[config.mk]
export PLATFORM = sky130hd
export DESIGN_NAME = aofc_regs
export DESIGN_NICKNAME = d
export VERILOG_FILES = /design/src/design/aofc_pkg.sv /design/src/design/aofc_regs.sv
export SDC_FILE = /design/constraint.sdc
export NUM_CORES = 1
export LEC_CHECK = 0
export BUFFER_PORTS_ARGS = -buffer_cell sky130_fd_sc_hd__buf_2
export CORE_AREA = 2 2 215 217
export CTS_CLUSTER_DIAMETER = 60
export CTS_CLUSTER_SIZE = 25
export DETAILED_ROUTE_END_ITERATION = 10
export DIE_AREA = 0 0 217 219
export PLACE_DENSITY = 0.67
export SLEW_MARGIN = 30
export SYNTH_ARGS = -nofsm -noshare
export SYNTH_HDL_FRONTEND = slang
export SYNTH_SLANG_ARGS = --single-unit
export TNS_END_PERCENT = 100
[constraint.sdc]
create_clock -name aclk -period 8.1 [get_ports aclk]
set_input_delay 0.81 -clock aclk [delete_from_list [all_inputs] [get_ports aclk]]
set_output_delay 0.81 -clock aclk [all_outputs]
set_load 0.02 [all_outputs]
[src/design/aofc_pkg.sv]
// Constants and carrier types for the analog-output and FIFO control bank.
package aofc_pkg;

    // Clock rate of aclk.
    localparam int unsigned CLK_HZ = 25_000_000;

    // Register indices; the byte address is four times the index.
    localparam logic [7:0] IDX_IRQ_FIFO = 8'h08;
    localparam logic [7:0] IDX_AOUT = 8'h0a;
    localparam logic [7:0] IDX_CH0_CODE = 8'h0c;
    localparam logic [7:0] IDX_CH1_CODE = 8'h0e;
    localparam logic [7:0] IDX_STREAM = 8'h30;
    localparam logic [7:0] IDX_EVT_STATUS = 8'h40;
    localparam logic [7:0] IDX_EVT_MASK = 8'h41;
    localparam logic [7:0] IDX_PACER_DIV = 8'h42;
    localparam int IDX_LSB = 2;
    localparam int IDX_W = 8;

    // Clear register bits.
    localparam int CLR_IN_FLUSH = 11;
    localparam int CLR_OUT_FLUSH = 15;

    // Interrupt and FIFO status bits.
    localparam int ST_INT = 0;
    localparam int ST_IN_EMPTY = 8;
    localparam int ST_IN_HALF = 9;
    localparam int ST_IN_FULL = 10;
    localparam int ST_OUT_EMPTY = 12;
    localparam int ST_OUT_HALF = 13;
    localparam int ST_OUT_FULL = 14;

    // Output control and status bits.
    localparam int CT_CH0_LEVEL = 0;
    localparam int CT_CH0_SRC = 1;
    localparam int CT_CH0_POL = 2;
    localparam int CT_CH1_LEVEL = 4;
    localparam int CT_CH1_SRC = 5;
    localparam int CT_CH1_POL = 6;
    localparam int CT_CH0_CONT = 8;
    localparam int CT_CH1_CONT = 9;
    localparam int CT_PACER_SRC = 11;
    localparam int CT_TRIG = 15;

    // Sample code width.
    localparam int CODE_W = 12;

    // Event bits of the interrupt status and mask registers.
    localparam int EVT_TRIG = 0;
    localparam int EVT_OUT_EMPTY = 1;
    localparam int EVT_OUT_LOW = 2;
    localparam int EVT_W = 3;

    // Values after reset.
    localparam logic [15:0] CTRL_RESET = 16'h0000;
    localparam logic [EVT_W-1:0] MASK_RESET = 3'h0;
    localparam logic [15:0] PACER_DIV_RESET = 16'h0018;

    // AXI response codes.
    localparam logic [1:0] RESP_OKAY = 2'h0;
    localparam logic [1:0] RESP_SLVERR = 2'h2;

    typedef struct packed {
        logic polarity_sel;
        logic ref_source_sel;
        logic ref_level_sel;
    } aofc_chan_cfg_t;

    typedef struct packed {
        logic full;
        logic half;
        logic empty;
    } aofc_fifo_flags_t;

endpackage

[src/design/aofc_regs.sv]
// Analog-output control bank with output FIFO, pacer and AXI4-Lite slave.
//
// The AXI4-Lite register port is this design's own decision.
`timescale 1ns/10ps
`default_nettype none

// Functional notes
// - Any write touching the clear register low byte clears the pending interrupt.
// - Writing zero to clear bit 11 flushes the input FIFO.
// - Writing zero to clear bit 15 flushes the output FIFO.
// - Status bit 0 reads one while an uncleared interrupt is pending.
// - Status bits 8, 9, 10 show input FIFO empty, half-full, full.
// - Status bits 12, 13, 14 show output FIFO empty, half-full, full.
// - Control bit 0 picks channel 0 internal reference, low or high level.
// - Control bit 1 picks channel 0 reference, internal or external pin.
// - Control bit 2 picks channel 0 polarity, unipolar or bipolar.
// - Control bits 4, 5, 6 configure channel 1 likewise.
// - Bits 8 and 9 put channels 0 and 1 into continuous output.
// - Bit 11 picks internal or external pacer; external only when continuous.
// - Status bit 15 reads one once the external trigger has arrived.
// - Writing one to the trigger flag acts as a trigger, continuous only.
// - Sample words carry a 12-bit code in bits 11 down to 0.
// - Channel data registers update outputs only in single-value mode.
// - In continuous mode stream register writes are queued into the FIFO.
module aofc_regs
#(
    parameter int ADDR_W = 12,
    parameter int DEPTH = 32
)
(
    // Clock and reset.
    input wire logic aclk,
    input wire logic aresetn,
    // AXI4-Lite write address and data.
    input wire logic [ADDR_W-1:0] awaddr,
    input wire logic awvalid,
    output logic awready,
    input wire logic [31:0] wdata,
    input wire logic [3:0] wstrb,
    input wire logic wvalid,
    output logic wready,
    // AXI4-Lite write response.
    output logic [1:0] bresp,
    output logic bvalid,
    input wire logic bready,
    // AXI4-Lite read.
    input wire logic [ADDR_W-1:0] araddr,
    input wire logic arvalid,
    output logic arready,
    output logic [31:0] rdata,
    output logic [1:0] rresp,
    output logic rvalid,
    input wire logic rready,
    // Converter settings and codes.
    output aofc_pkg::aofc_chan_cfg_t ch0_cfg,
    output aofc_pkg::aofc_chan_cfg_t ch1_cfg,
    output logic [aofc_pkg::CODE_W-1:0] ch0_code,
    output logic [aofc_pkg::CODE_W-1:0] ch1_code,
    output logic ch0_load,
    output logic ch1_load,
    // External pins.
    input wire logic out_ext_pacer_pin,
    input wire logic out_ext_trigger_pin,
    // Input-converter FIFO.
    input wire aofc_pkg::aofc_fifo_flags_t in_fifo_flags,
    output logic in_fifo_flush,
    // Interrupt.
    output logic irq
);
    import aofc_pkg::*;

    localparam int PTR_W = $clog2(DEPTH);
    localparam int CNT_W = PTR_W + 1;
    localparam logic [CNT_W-1:0] CNT_FULL = CNT_W'(DEPTH);
    localparam logic [CNT_W-1:0] CNT_HALF = CNT_W'(DEPTH / 2);

    ////////////////////////////////////////////////////////////////////////
    // Bus slave and block state.
    logic aw_held, w_held, wr_fire, wr_ok, rd_fire, rd_ok;
    logic [ADDR_W-1:0] aw_addr_q;
    logic [31:0] wdata_q, rd_value;
    logic [3:0] wstrb_q;
    logic [IDX_W-1:0] wr_idx, rd_idx;
    logic [15:0] ctrl, pacer_div, pacer_cnt;
    logic trig_flag, trig_pin_q, pacer_pin_q, turn_ch1, cont_any, run, tick;
    logic push, pop, out_flush, pop_to_ch1, int_flag;
    logic trig_sw, trig_sw_clr, trig_rise;
    logic [EVT_W-1:0] evt_status, evt_mask, evt_set, evt_clr;
    logic [CODE_W-1:0] mem [DEPTH];
    logic [PTR_W-1:0] wr_ptr, rd_ptr;
    logic [CNT_W-1:0] count;
    aofc_fifo_flags_t out_flags, out_flags_q;

    ////////////////////////////////////////////////////////////////////////
    // Write channel: address and data taken in either order, then answered.
    assign wr_fire = aw_held && w_held && !bvalid;
    assign wr_idx = aw_addr_q[IDX_LSB +: IDX_W];
    assign wr_ok = (aw_addr_q >> (IDX_LSB + IDX_W)) == '0;

    always_ff @(posedge aclk)
    begin
        if (!aresetn)
        begin
            aw_held <= 1'b0;
            w_held <= 1'b0;
            awready <= 1'b1;
            wready <= 1'b1;
            bvalid <= 1'b0;
            bresp <= RESP_OKAY;
        end
        else
        begin
            if (awvalid && awready)
            begin
                aw_held <= 1'b1;
                awready <= 1'b0;
                aw_addr_q <= awaddr;
            end
            if (wvalid && wready)
            begin
                w_held <= 1'b1;
                wready <= 1'b0;
                wdata_q <= wdata;
                wstrb_q <= wstrb;
            end
            if (wr_fire)
            begin
                aw_held <= 1'b0;
                w_held <= 1'b0;
                bvalid <= 1'b1;
                bresp <= wr_ok && (wr_idx inside {IDX_IRQ_FIFO, IDX_AOUT,
                    IDX_CH0_CODE, IDX_CH1_CODE, IDX_STREAM, IDX_EVT_STATUS,
                    IDX_EVT_MASK, IDX_PACER_DIV}) ? RESP_OKAY : RESP_SLVERR;
            end
            if (bvalid && bready)
            begin
                bvalid <= 1'b0;
                awready <= 1'b1;
                wready <= 1'b1;
            end
        end
    end

    ////////////////////////////////////////////////////////////////////////
    // Read channel: one cycle from address to data.
    assign rd_fire = arvalid && arready;
    assign rd_idx = araddr[IDX_LSB +: IDX_W];
    assign int_flag = |(evt_status & evt_mask);

    always_comb
    begin
        rd_value = 32'h0;
        rd_ok = (araddr >> (IDX_LSB + IDX_W)) == '0;
        unique case (rd_idx)
            IDX_IRQ_FIFO:
            begin
                rd_value[ST_INT] = int_flag;
                rd_value[ST_IN_FULL:ST_IN_EMPTY] = in_fifo_flags;
                rd_value[ST_OUT_FULL:ST_OUT_EMPTY] = out_flags;
            end
            IDX_AOUT:
            begin
                rd_value[15:0] = ctrl;
                rd_value[CT_CH0_SRC] = 1'b0;
                rd_value[CT_CH1_SRC] = 1'b0;
                rd_value[CT_TRIG] = trig_flag;
            end
            IDX_EVT_STATUS: rd_value[EVT_W-1:0] = evt_status;
            IDX_EVT_MASK: rd_value[EVT_W-1:0] = evt_mask;
            IDX_PACER_DIV: rd_value[15:0] = pacer_div;
            default: rd_ok = 1'b0;
        endcase
    end

    always_ff @(posedge aclk)
    begin
        if (!aresetn)
        begin
            arready <= 1'b1;
            rvalid <= 1'b0;
            rdata <= 32'h0;
            rresp <= RESP_OKAY;
        end
        else if (rd_fire)
        begin
            arready <= 1'b0;
            rvalid <= 1'b1;
            rdata <= rd_ok ? rd_value : 32'h0;
            rresp <= rd_ok ? RESP_OKAY : RESP_SLVERR;
        end
        else if (rvalid && rready)
        begin
            rvalid <= 1'b0;
            arready <= 1'b1;
        end
    end

    ////////////////////////////////////////////////////////////////////////
    // Control register and settings driven to the converters.
    always_ff @(posedge aclk)
    begin
        if (!aresetn)
        begin
            ctrl <= CTRL_RESET;
            pacer_div <= PACER_DIV_RESET;
            evt_mask <= MASK_RESET;
        end
        else if (wr_fire && wr_ok)
        begin
            if (wr_idx == IDX_AOUT && wstrb_q[0])
                ctrl[7:0] <= wdata_q[7:0];
            if (wr_idx == IDX_AOUT && wstrb_q[1])
                ctrl[14:8] <= wdata_q[14:8];
            if (wr_idx == IDX_PACER_DIV && wstrb_q[0])
                pacer_div[7:0] <= wdata_q[7:0];
            if (wr_idx == IDX_PACER_DIV && wstrb_q[1])
                pacer_div[15:8] <= wdata_q[15:8];
            if (wr_idx == IDX_EVT_MASK && wstrb_q[0])
                evt_mask <= wdata_q[EVT_W-1:0];
        end
    end

    always_ff @(posedge aclk)
    begin
        if (!aresetn)
        begin
            ch0_cfg <= '0;
            ch1_cfg <= '0;
        end
        else
        begin
            ch0_cfg <= {ctrl[CT_CH0_POL], ctrl[CT_CH0_SRC],
                ctrl[CT_CH0_LEVEL]};
            ch1_cfg <= {ctrl[CT_CH1_POL], ctrl[CT_CH1_SRC],
                ctrl[CT_CH1_LEVEL]};
        end
    end

    ////////////////////////////////////////////////////////////////////////
    // Trigger flag: external edge or software write, set over clear.
    assign cont_any = ctrl[CT_CH0_CONT] || ctrl[CT_CH1_CONT];
    assign trig_rise = out_ext_trigger_pin && !trig_pin_q;
    assign trig_sw = wr_fire && wr_ok && wr_idx == IDX_AOUT && wstrb_q[1]
        && wdata_q[CT_TRIG] && (wdata_q[CT_CH0_CONT] || wdata_q[CT_CH1_CONT]);
    assign trig_sw_clr = wr_fire && wr_ok && wr_idx == IDX_AOUT
        && wstrb_q[1] && !wdata_q[CT_TRIG];

    always_ff @(posedge aclk)
    begin
        if (!aresetn)
        begin
            trig_flag <= 1'b0;
            trig_pin_q <= 1'b0;
        end
        else
        begin
            trig_pin_q <= out_ext_trigger_pin;
            if (trig_rise || trig_sw)
                trig_flag <= 1'b1;
            else if (trig_sw_clr)
                trig_flag <= 1'b0;
        end
    end

    ////////////////////////////////////////////////////////////////////////
    // Pacer: internal divider or external pin edge.
    assign run = cont_any && trig_flag;
    assign tick = run && (ctrl[CT_PACER_SRC]
        ? (out_ext_pacer_pin && !pacer_pin_q)
        : (pacer_cnt == 16'h0));

    always_ff @(posedge aclk)
    begin
        if (!aresetn)
        begin
            pacer_cnt <= PACER_DIV_RESET;
            pacer_pin_q <= 1'b0;
        end
        else
        begin
            pacer_pin_q <= out_ext_pacer_pin;
            if (!run || pacer_cnt == 16'h0)
                pacer_cnt <= pacer_div;
            else
                pacer_cnt <= pacer_cnt - 16'h1;
        end
    end

    ////////////////////////////////////////////////////////////////////////
    // Output FIFO.
    assign out_flush = wr_fire && wr_ok && wr_idx == IDX_IRQ_FIFO
        && wstrb_q[1] && !wdata_q[CLR_OUT_FLUSH];
    assign push = wr_fire && wr_ok && wr_idx == IDX_STREAM && wstrb_q[0]
        && count != CNT_FULL;
    assign pop = tick && count != '0;
    assign out_flags.empty = count == '0;
    assign out_flags.half = count >= CNT_HALF;
    assign out_flags.full = count == CNT_FULL;

    always_ff @(posedge aclk)
    begin
        if (!aresetn || out_flush)
        begin
            wr_ptr <= '0;
            rd_ptr <= '0;
            count <= '0;
        end
        else
        begin
            if (push)
            begin
                mem[wr_ptr] <= wdata_q[CODE_W-1:0];
                wr_ptr <= PTR_W'(wr_ptr + 1'b1);
            end
            if (pop)
                rd_ptr <= PTR_W'(rd_ptr + 1'b1);
            count <= CNT_W'(count + CNT_W'(push) - CNT_W'(pop));
        end
    end

    ////////////////////////////////////////////////////////////////////////
    // Converter codes: direct writes in single mode, FIFO pops otherwise.
    assign pop_to_ch1 = ctrl[CT_CH1_CONT]
        && (!ctrl[CT_CH0_CONT] || turn_ch1);

    always_ff @(posedge aclk)
    begin
        if (!aresetn)
        begin
            ch0_code <= '0;
            ch1_code <= '0;
            ch0_load <= 1'b0;
            ch1_load <= 1'b0;
            turn_ch1 <= 1'b0;
        end
        else
        begin
            ch0_load <= 1'b0;
            ch1_load <= 1'b0;
            if (!cont_any)
                turn_ch1 <= 1'b0;
            if (pop)
            begin
                turn_ch1 <= !pop_to_ch1;
                if (pop_to_ch1)
                begin
                    ch1_code <= mem[rd_ptr];
                    ch1_load <= 1'b1;
                end
                else
                begin
                    ch0_code <= mem[rd_ptr];
                    ch0_load <= 1'b1;
                end
            end
            if (wr_fire && wr_ok && wstrb_q[0])
            begin
                if (wr_idx == IDX_CH0_CODE && !ctrl[CT_CH0_CONT])
                begin
                    ch0_code <= wdata_q[CODE_W-1:0];
                    ch0_load <= 1'b1;
                end
                if (wr_idx == IDX_CH1_CODE && !ctrl[CT_CH1_CONT])
                begin
                    ch1_code <= wdata_q[CODE_W-1:0];
                    ch1_load <= 1'b1;
                end
            end
        end
    end

    ////////////////////////////////////////////////////////////////////////
    // Events, interrupt and input FIFO flush.
    assign evt_set[EVT_TRIG] = (trig_rise || trig_sw) && !trig_flag;
    assign evt_set[EVT_OUT_EMPTY] = out_flags.empty && !out_flags_q.empty;
    assign evt_set[EVT_OUT_LOW] = !out_flags.half && out_flags_q.half;
    assign evt_clr = {EVT_W{(rd_fire && rd_ok && rd_idx == IDX_EVT_STATUS)
        || (wr_fire && wr_ok && wr_idx == IDX_IRQ_FIFO && wstrb_q[0])}};

    always_ff @(posedge aclk)
    begin
        if (!aresetn)
        begin
            evt_status <= '0;
            out_flags_q <= 3'h1;
            irq <= 1'b0;
            in_fifo_flush <= 1'b0;
        end
        else
        begin
            out_flags_q <= out_flags;
            evt_status <= (evt_status & ~evt_clr) | evt_set;
            irq <= |(((evt_status & ~evt_clr) | evt_set) & evt_mask);
            in_fifo_flush <= wr_fire && wr_ok && wr_idx == IDX_IRQ_FIFO
                && wstrb_q[1] && !wdata_q[CLR_IN_FLUSH];
        end
    end

endmodule
`default_nettype wire

### Word level (Yosys, flattened, before mapping)

Memory sizes are Yosys's and may differ from the RTL's. A register that Yosys moved wholly into a read port is not among the register bits.
Index checks and enable logic that the tools add are counted.

| storage, ports and cells | value |
|---|---|
| bits of input ports | 72 |
| memories kept | 1 |
| output and inout port bits | 75 |
| register bits | 182 |
| RAM bits | 384 |
| logic and storage cells | 193 |

Memories:

| memory | depth | width | rd ports | clocked after memory_dff | write ports | line | RTL |
|---|---|---|---|---|---|---|---|
| mem | 32 | 12 | 1 | 1 | 1 | aofc_regs.sv:89 | `logic [CODE_W-1:0] mem [DEPTH];` |

| cells by class | value |
|---|---|
| $lt $le $gt $ge | 1 |
| muxes and demuxes | 42 |
| add/sub/neg operators | 5 |
| equal/unequal tests | 16 |
| reduce and logical (&&, ||, !) cells | 81 |
| bitwise gates (word level) | 6 |

Operators with widths:

| kind | number |
|---|---|
| 12-bit two-way mux | 8 |
| 8-bit by 4-bit == test with 1-bit output (second input constant) | 6 |
| 8-bit by 7-bit == test with 1-bit output (second input constant) | 6 |
| 1-bit logical AND | 41 |
| 16-bit two-way mux | 2 |
| 12-bit logical NOT | 2 |
| 1-bit two-way mux | 21 |
| 3-bit case mux with 3 select lines | 2 |
| 16-bit logical NOT | 1 |
| 16-bit by 1-bit subtractor with 16-bit output (second input constant) | 1 |
| 2-bit AND reduction | 7 |
| 1-bit logical NOT | 13 |
| 5-bit by 1-bit adder with 5-bit output (second input constant) | 2 |
| 5-bit two-way mux | 2 |
| 5-bit case mux with 2 select lines | 1 |
| 3-bit bitwise AND | 3 |
| 8-bit by 6-bit == test with 1-bit output (second input constant) | 1 |
| 2-bit case mux with 4 select lines | 1 |
| 8-bit nonzero test | 1 |
| 1-bit logical OR | 7 |
| 6-bit by 1-bit adder with 6-bit output | 1 |
| 6-bit == test (second input constant) | 1 |
| 6-bit by 5-bit >= comparator with 1-bit output (second input constant) | 1 |
| 6-bit logical NOT | 1 |
| 14 further kinds | 19 |

### Logic depth before layout (Yosys ltp)

| logic depth | value |
|---|---|
| depth after elaboration | 12 |
| mapped depth | 15 |

### Worst setup path after synthesis

Ideal clock, no wire load.

| path | value |
|---|---|
| path type | flip-flop to flip-flop |
| from | register pacer_cnt[0] |
| to | register count[4] |
| library setup time | 0.117 ns |
| setup slack | 5.429 ns |
| arrival | 2.553 ns |
| stages on the path, launching flop included | 16 |
| period minus slack after synthesis | 2.671 ns |
| cells stage by stage | dfxtp_1 inv_1 ha_1 nor4b_1 and4_1 o211a_1 buf_6 ha_1 inv_1 ha_1 fa_1 a21oi_1 nor2_1 nor2_1 xor2_1 nor2_1 |

| on the way | value |
|---|---|
| cells in the longest elaborated chain, start to end | 5 |

RTL lines:

| item | line | RTL |
|---|---|---|
| start, declared | aofc_regs.sv:84 | `logic [15:0] ctrl, pacer_div, pacer_cnt;` |
| start signal, assigned | aofc_regs.sv:283 | `pacer_cnt <= pacer_div;` |
| start signal, assigned | aofc_regs.sv:285 | `pacer_cnt <= pacer_cnt - 16'h1;` |
| 16-bit logical NOT | aofc_regs.sv:270 | `: (pacer_cnt == 16'h0));` |
| 1-bit two-way mux | aofc_regs.sv:269 | `? (out_ext_pacer_pin && !pacer_pin_q)` |
| 1-bit logical AND | aofc_regs.sv:268 | `assign tick = run && (ctrl[CT_PACER_SRC]` |
| 1-bit logical AND | aofc_regs.sv:295 | `assign pop = tick && count != '0;` |
| via pop | aofc_regs.sv:86 | `logic push, pop, out_flush, pop_to_ch1, int_flag;` |
| 6-bit by 1-bit subtractor with 6-bit output | aofc_regs.sv:317 | `count <= CNT_W'(count + CNT_W'(push) - CNT_W'(pop));` |
| end signal, assigned | aofc_regs.sv:317 |  |
| end, declared | aofc_regs.sv:91 | `logic [CNT_W-1:0] count;` |

The timed path passes the listed nets, and every way through them passes these cells.
A chain may end at the register's enable or synchronous reset.

### Worst setup path in the final report

| path | value |
|---|---|
| from | register pacer_cnt[5] |
| to | register count[5] |

| on the way | value |
|---|---|
| cells in the longest elaborated chain, start to end | 5 |

RTL lines:

| item | line |
|---|---|
| 16-bit logical NOT | aofc_regs.sv:270 |
| 1-bit two-way mux | aofc_regs.sv:269 |
| 1-bit logical AND | aofc_regs.sv:268 |
| 1-bit logical AND | aofc_regs.sv:295 |
| 6-bit by 1-bit subtractor with 6-bit output | aofc_regs.sv:317 |

No other way between the ends.

==> results.tsv <==
stage	metric	value	unit
clocking	holdBufCountCts	0	
cells_and_area	final_cell_count_no_fill	2295	
floorplanning	start_util	49.5	%
synthesis	yosysWarningCount	0	
setup_path	required	8.56	ns
status	status	complete, no violations	
setup_path	r2r-end	count[5]$_SDFF_PP0_	
setup_path	reg2reg_depth	12	
synthesis	synth-edff-count	412	
setup_path	critPathLaunchType	register	
place	port_buffers	106	
global_routing	grt_pass1_wl	77500	um
clocking	cts_root_buf	clkbuf_16	
place	placed_cells	2231	
power_and_ir_drop	powerDensity	205	mW/mm^2
worst_hold_path	hold_path_depth	1	
cells_and_area	fill_cells	3666	
clocking	cts_max_level	2	
floorplanning	num_io_pins	147	
sta	rsz0062_at_grt	no	
synthesis	synth_flop_cell	edfxtp_1	
synthesis	syn_inst	1568	
setup_path	critPathKind	register to register	
global_routing	grt_overflow	0	
clocking	cts.clk_slew.worst_paths	0.09	ns
setup_path	cpPeakStageDelay	0.45	ns
sta	finalSetupTns	0	ns
floorplanning	rows	78	
setup_path	r2r_start	pacer_cnt[5]$_SDFF_PN0_	
routing	drt_iter0_markers	1260	
synthesis	synth_area_per_cell	14.2	sq um
floorplanning	die_y	219	um
routing	post_drt_via_cell_ratio	5.69	
global_routing	grt_pass1_vias	12700	
sta	finalCritPeriodShare	38.8	%
worst_hold_path	hold_end	wdata_q[0]$_DFFE_PP_	
clocking	clk_latency	0.58	ns
global_routing	grt_max_degree	97	
place	gp_congestion	0.817	
sta	hold_viol_final	0	
synthesis	seq_area_frac_synth	68.0	%
routing	drt_first_pass_iters	5	
routing	ant_nets	0	
cells_and_area	seq_area	0.0152	sq mm
routing	routedWlPerCell	22.5	um
setup_path	cp_max_fo	9	
floorplanning	core-area	0.0451	sq mm
setup_path	path_cells	nor4_2, and4_1, o211a_1, ha_1, inv_1, ha_1, a21o_1, a21oi_1, o21bai_1, a21oi_1, xnor2_1, nor2_1	
cells_and_area	multi_input_area	0.00661	sq mm
setup_path	crit_slowest_cell	o211a_1	
sta	worst_slew_pin_slew	0.857	ns
clocking	post_cts_resized	0	
clocking	numCtsBuffers	35	
worst_hold_path	hold_start	wdata[0]	
global_routing	grt_usage	21.8	%
cells_and_area	layout-drive-gt1-share	15.3	%
sta	slew_headroom	42.9	%
clocking	clock-sinks	551	
run	drv_cap	0	
global_routing	antenna_found_initial	0	
cells_and_area	fin_nets	1758	
routing	wl	51700	um
synthesis	synthesis.area	0.0223	sq mm
routing	drc	0	
synthesis	async_reset_ff_share	0	%
setup_path	cp-end-kind	register	
clocking	cts_setup_buffers	0	
synthesis	yosysUniqueCellTypes	69	
floorplanning	fp.dieW	217	um
power_and_ir_drop	peakVddDrop	218	uV
clocking	clockBufferDepth	3	
place	hpwl	31700	um
sta	period_minus_slack	3.14	ns
cells_and_area	area_growth	10.9	%
sta	slew_viol_final	0	
synthesis	ys_ff_latch	551	
setup_path	critPathArrivalTime	3.60	ns
sta	max_freq	0.318	GHz
floorplanning	dieArea	0.0475	sq mm
worst_hold_path	hold_path_class	input pin to register	
routing	via_count	13100	
sta	finClkSkew	0.0401	ns
setup_path	r2r_slack	4.96	ns
clocking	cts_tree	built	
sta	setup-violations-final	0	
power_and_ir_drop	p_leak	8.12	nW
==> critical path, delay by kind of cell (launching register included) <==
family / cells / cell delay (ns)
adder cells (fa/ha/maj): 2 / 0.49
AND/OR/NAND/NOR: 3 / 0.82
flip-flops: 1 / 0.37
XOR/XNOR: 1 / 0.15
AO/OA/AOI/OAI: 5 / 1.15
buffers and inverters: 1 / 0.06
==> worst max-delay path by stage <==
| stage | from | slack, ns | depth (start not counted) | to |
|---|---|---|---|---|
| 2_1_floorplan | pacer_cnt[0]$_SDFF_PN0_ | 5.43 | 15 | count[4]$_SDFF_PP0_ |
| 3_3_place_gp | aresetn | 4.69 | 4 | mem[18][3]$_DFFE_PP_ |
| 3_5_place_dp | aresetn | 4.91 | 4 | mem[27][6]$_DFFE_PP_ |
| 4_1_cts | pacer_cnt[5]$_SDFF_PN0_ | 4.96 | 12 | count[5]$_SDFF_PP0_ |
| 5_1_grt | pacer_cnt[0]$_SDFF_PN0_ | 4.77 | 14 | count[5]$_SDFF_PP0_ |
| 6_report | pacer_cnt[5]$_SDFF_PN0_ | 4.96 | 12 | count[5]$_SDFF_PP0_ |
==> area by class of cell <==
class                      count  share of cell area (%)
antenna                        1                  0.0101
clock buffer                  39                    3.69
clock inverter                24                    1.18
inverter                      45                   0.683
multi-input combinational    890                    26.7
sequential                   551                    61.3
tap                          600                    3.03
timing repair buffer         145                    3.39
==> per-layer routing <==
layer	routed length [um]	global-route usage [%]	vias up
met4	1150	6.55	0
met2	24800	35.9	403
met3	3230	3.04	69
met1	22500	30.3	6502
met5	0	0	-
li1	-	-	6077
==> stage by stage <==
step | power, mW | worst slack, ns | utilization [%] | instance area (sq um) | hold WS, ns
after floorplan | 3.15 | 5.43 | - | 22400 | 0.429
after global placement | 3.19 | 4.69 | 52.1 | 23500 | 0.442
after detailed placement | 3.19 | 4.91 | 52.2 | 23500 | 0.445
after CTS | 5.11 | 4.96 | 54.9 | 24700 | 0.371
after global routing | 5.22 | 4.77 | 54.9 | 24700 | 0.375
final | 5.07 | 4.96 | 54.9 | 24700 | 0.399
==> synthesized netlist by cell type (all sizes together) (3+ instances only) <==
cell	instances	area, sq um
edfxtp	412	12400
mux2i	229	2290
dfxtp	139	2780
a22oi	107	803
nand2	95	359
nor2	72	278
buf	54	334
nor2b	50	313
clkbuf	45	169
inv	45	169
o21ai	45	225
nor3	35	186
o22ai	26	163
and2	25	164
a211oi	24	235
ha	17	213
o211a	17	170
xnor2	14	123
nand4	12	90.1
xor2	11	96.3
a21oi	10	50.1
nand2b	8	50.1
a222oi	7	70.1
nor4	7	71.3
a21boi	5	37.5
nor3b	5	37.5
nand3	4	20.0
nand4b	4	35.0
or3	4	26.3
or4	4	30.0
a32oi	3	26.3
o21a	3	22.5
==> logic make-up after synthesis <==
kind of cell,synth area share [%]
flops,68.0
simple gates,8.01
compound gates,8.64
mux,10.3
buf+inv,3.01
xor+xnor,0.982
fa+ha+maj,1.04
other cells,0.0168
==> registers in the layout (all words and copies together) (netlist names), 2 cells and up, named ones only <==
register	flops
evt_mask	3
ctrl	15
rd_ptr	5
count	6
aw_addr_q	10
ch1_code	12
pacer_div	16
rdata	16
pacer_cnt	16
wdata_q	16
wstrb_q	2
ch1_cfg	3
wr_ptr	5
out_flags_q	2
ch0_code	12
ch0_cfg	3
mem	384
evt_status	3
==> placed cells by master (no fill, tap or decap), types with 4 or more instances in the layout <==
master,netlist,routed
clkbuf_16,0,36
inv_6,0,5
nor2b_1,50,48
nor3_1,34,34
inv_8,0,7
nor4_1,4,4
nand2b_1,8,8
nor3b_1,5,5
and2_1,22,21
buf_4,19,39
a222oi_1,7,7
nand4b_1,4,4
a211oi_1,13,13
xor2_1,11,11
or4_1,4,4
a22oi_1,107,107
o211a_1,17,17
nand3_1,4,4
nand2_1,94,94
buf_2,24,105
inv_1,45,45
a211oi_2,11,11
nor2_1,69,51
edfxtp_1,412,412
dfxtp_1,139,138
ha_1,17,17
nand4_1,11,11
o22ai_1,26,26
a21boi_0,5,5
xnor2_1,14,14
a21oi_1,10,10
conb_1,1,18
o21ai_0,43,43
nor2_2,3,19
mux2i_1,229,229
==> where the power goes <==
| part | leakage [nW] | switching [mW] | internal [mW] |
|---|---|---|---|
| clock network | 0.590 | 1.01 | 0.934 |
| logic | 2.69 | 0.0700 | 0.0253 |
| registers | 4.83 | 0.00796 | 3.02 |
Note: power is estimated with default switching activity, not from simulation.
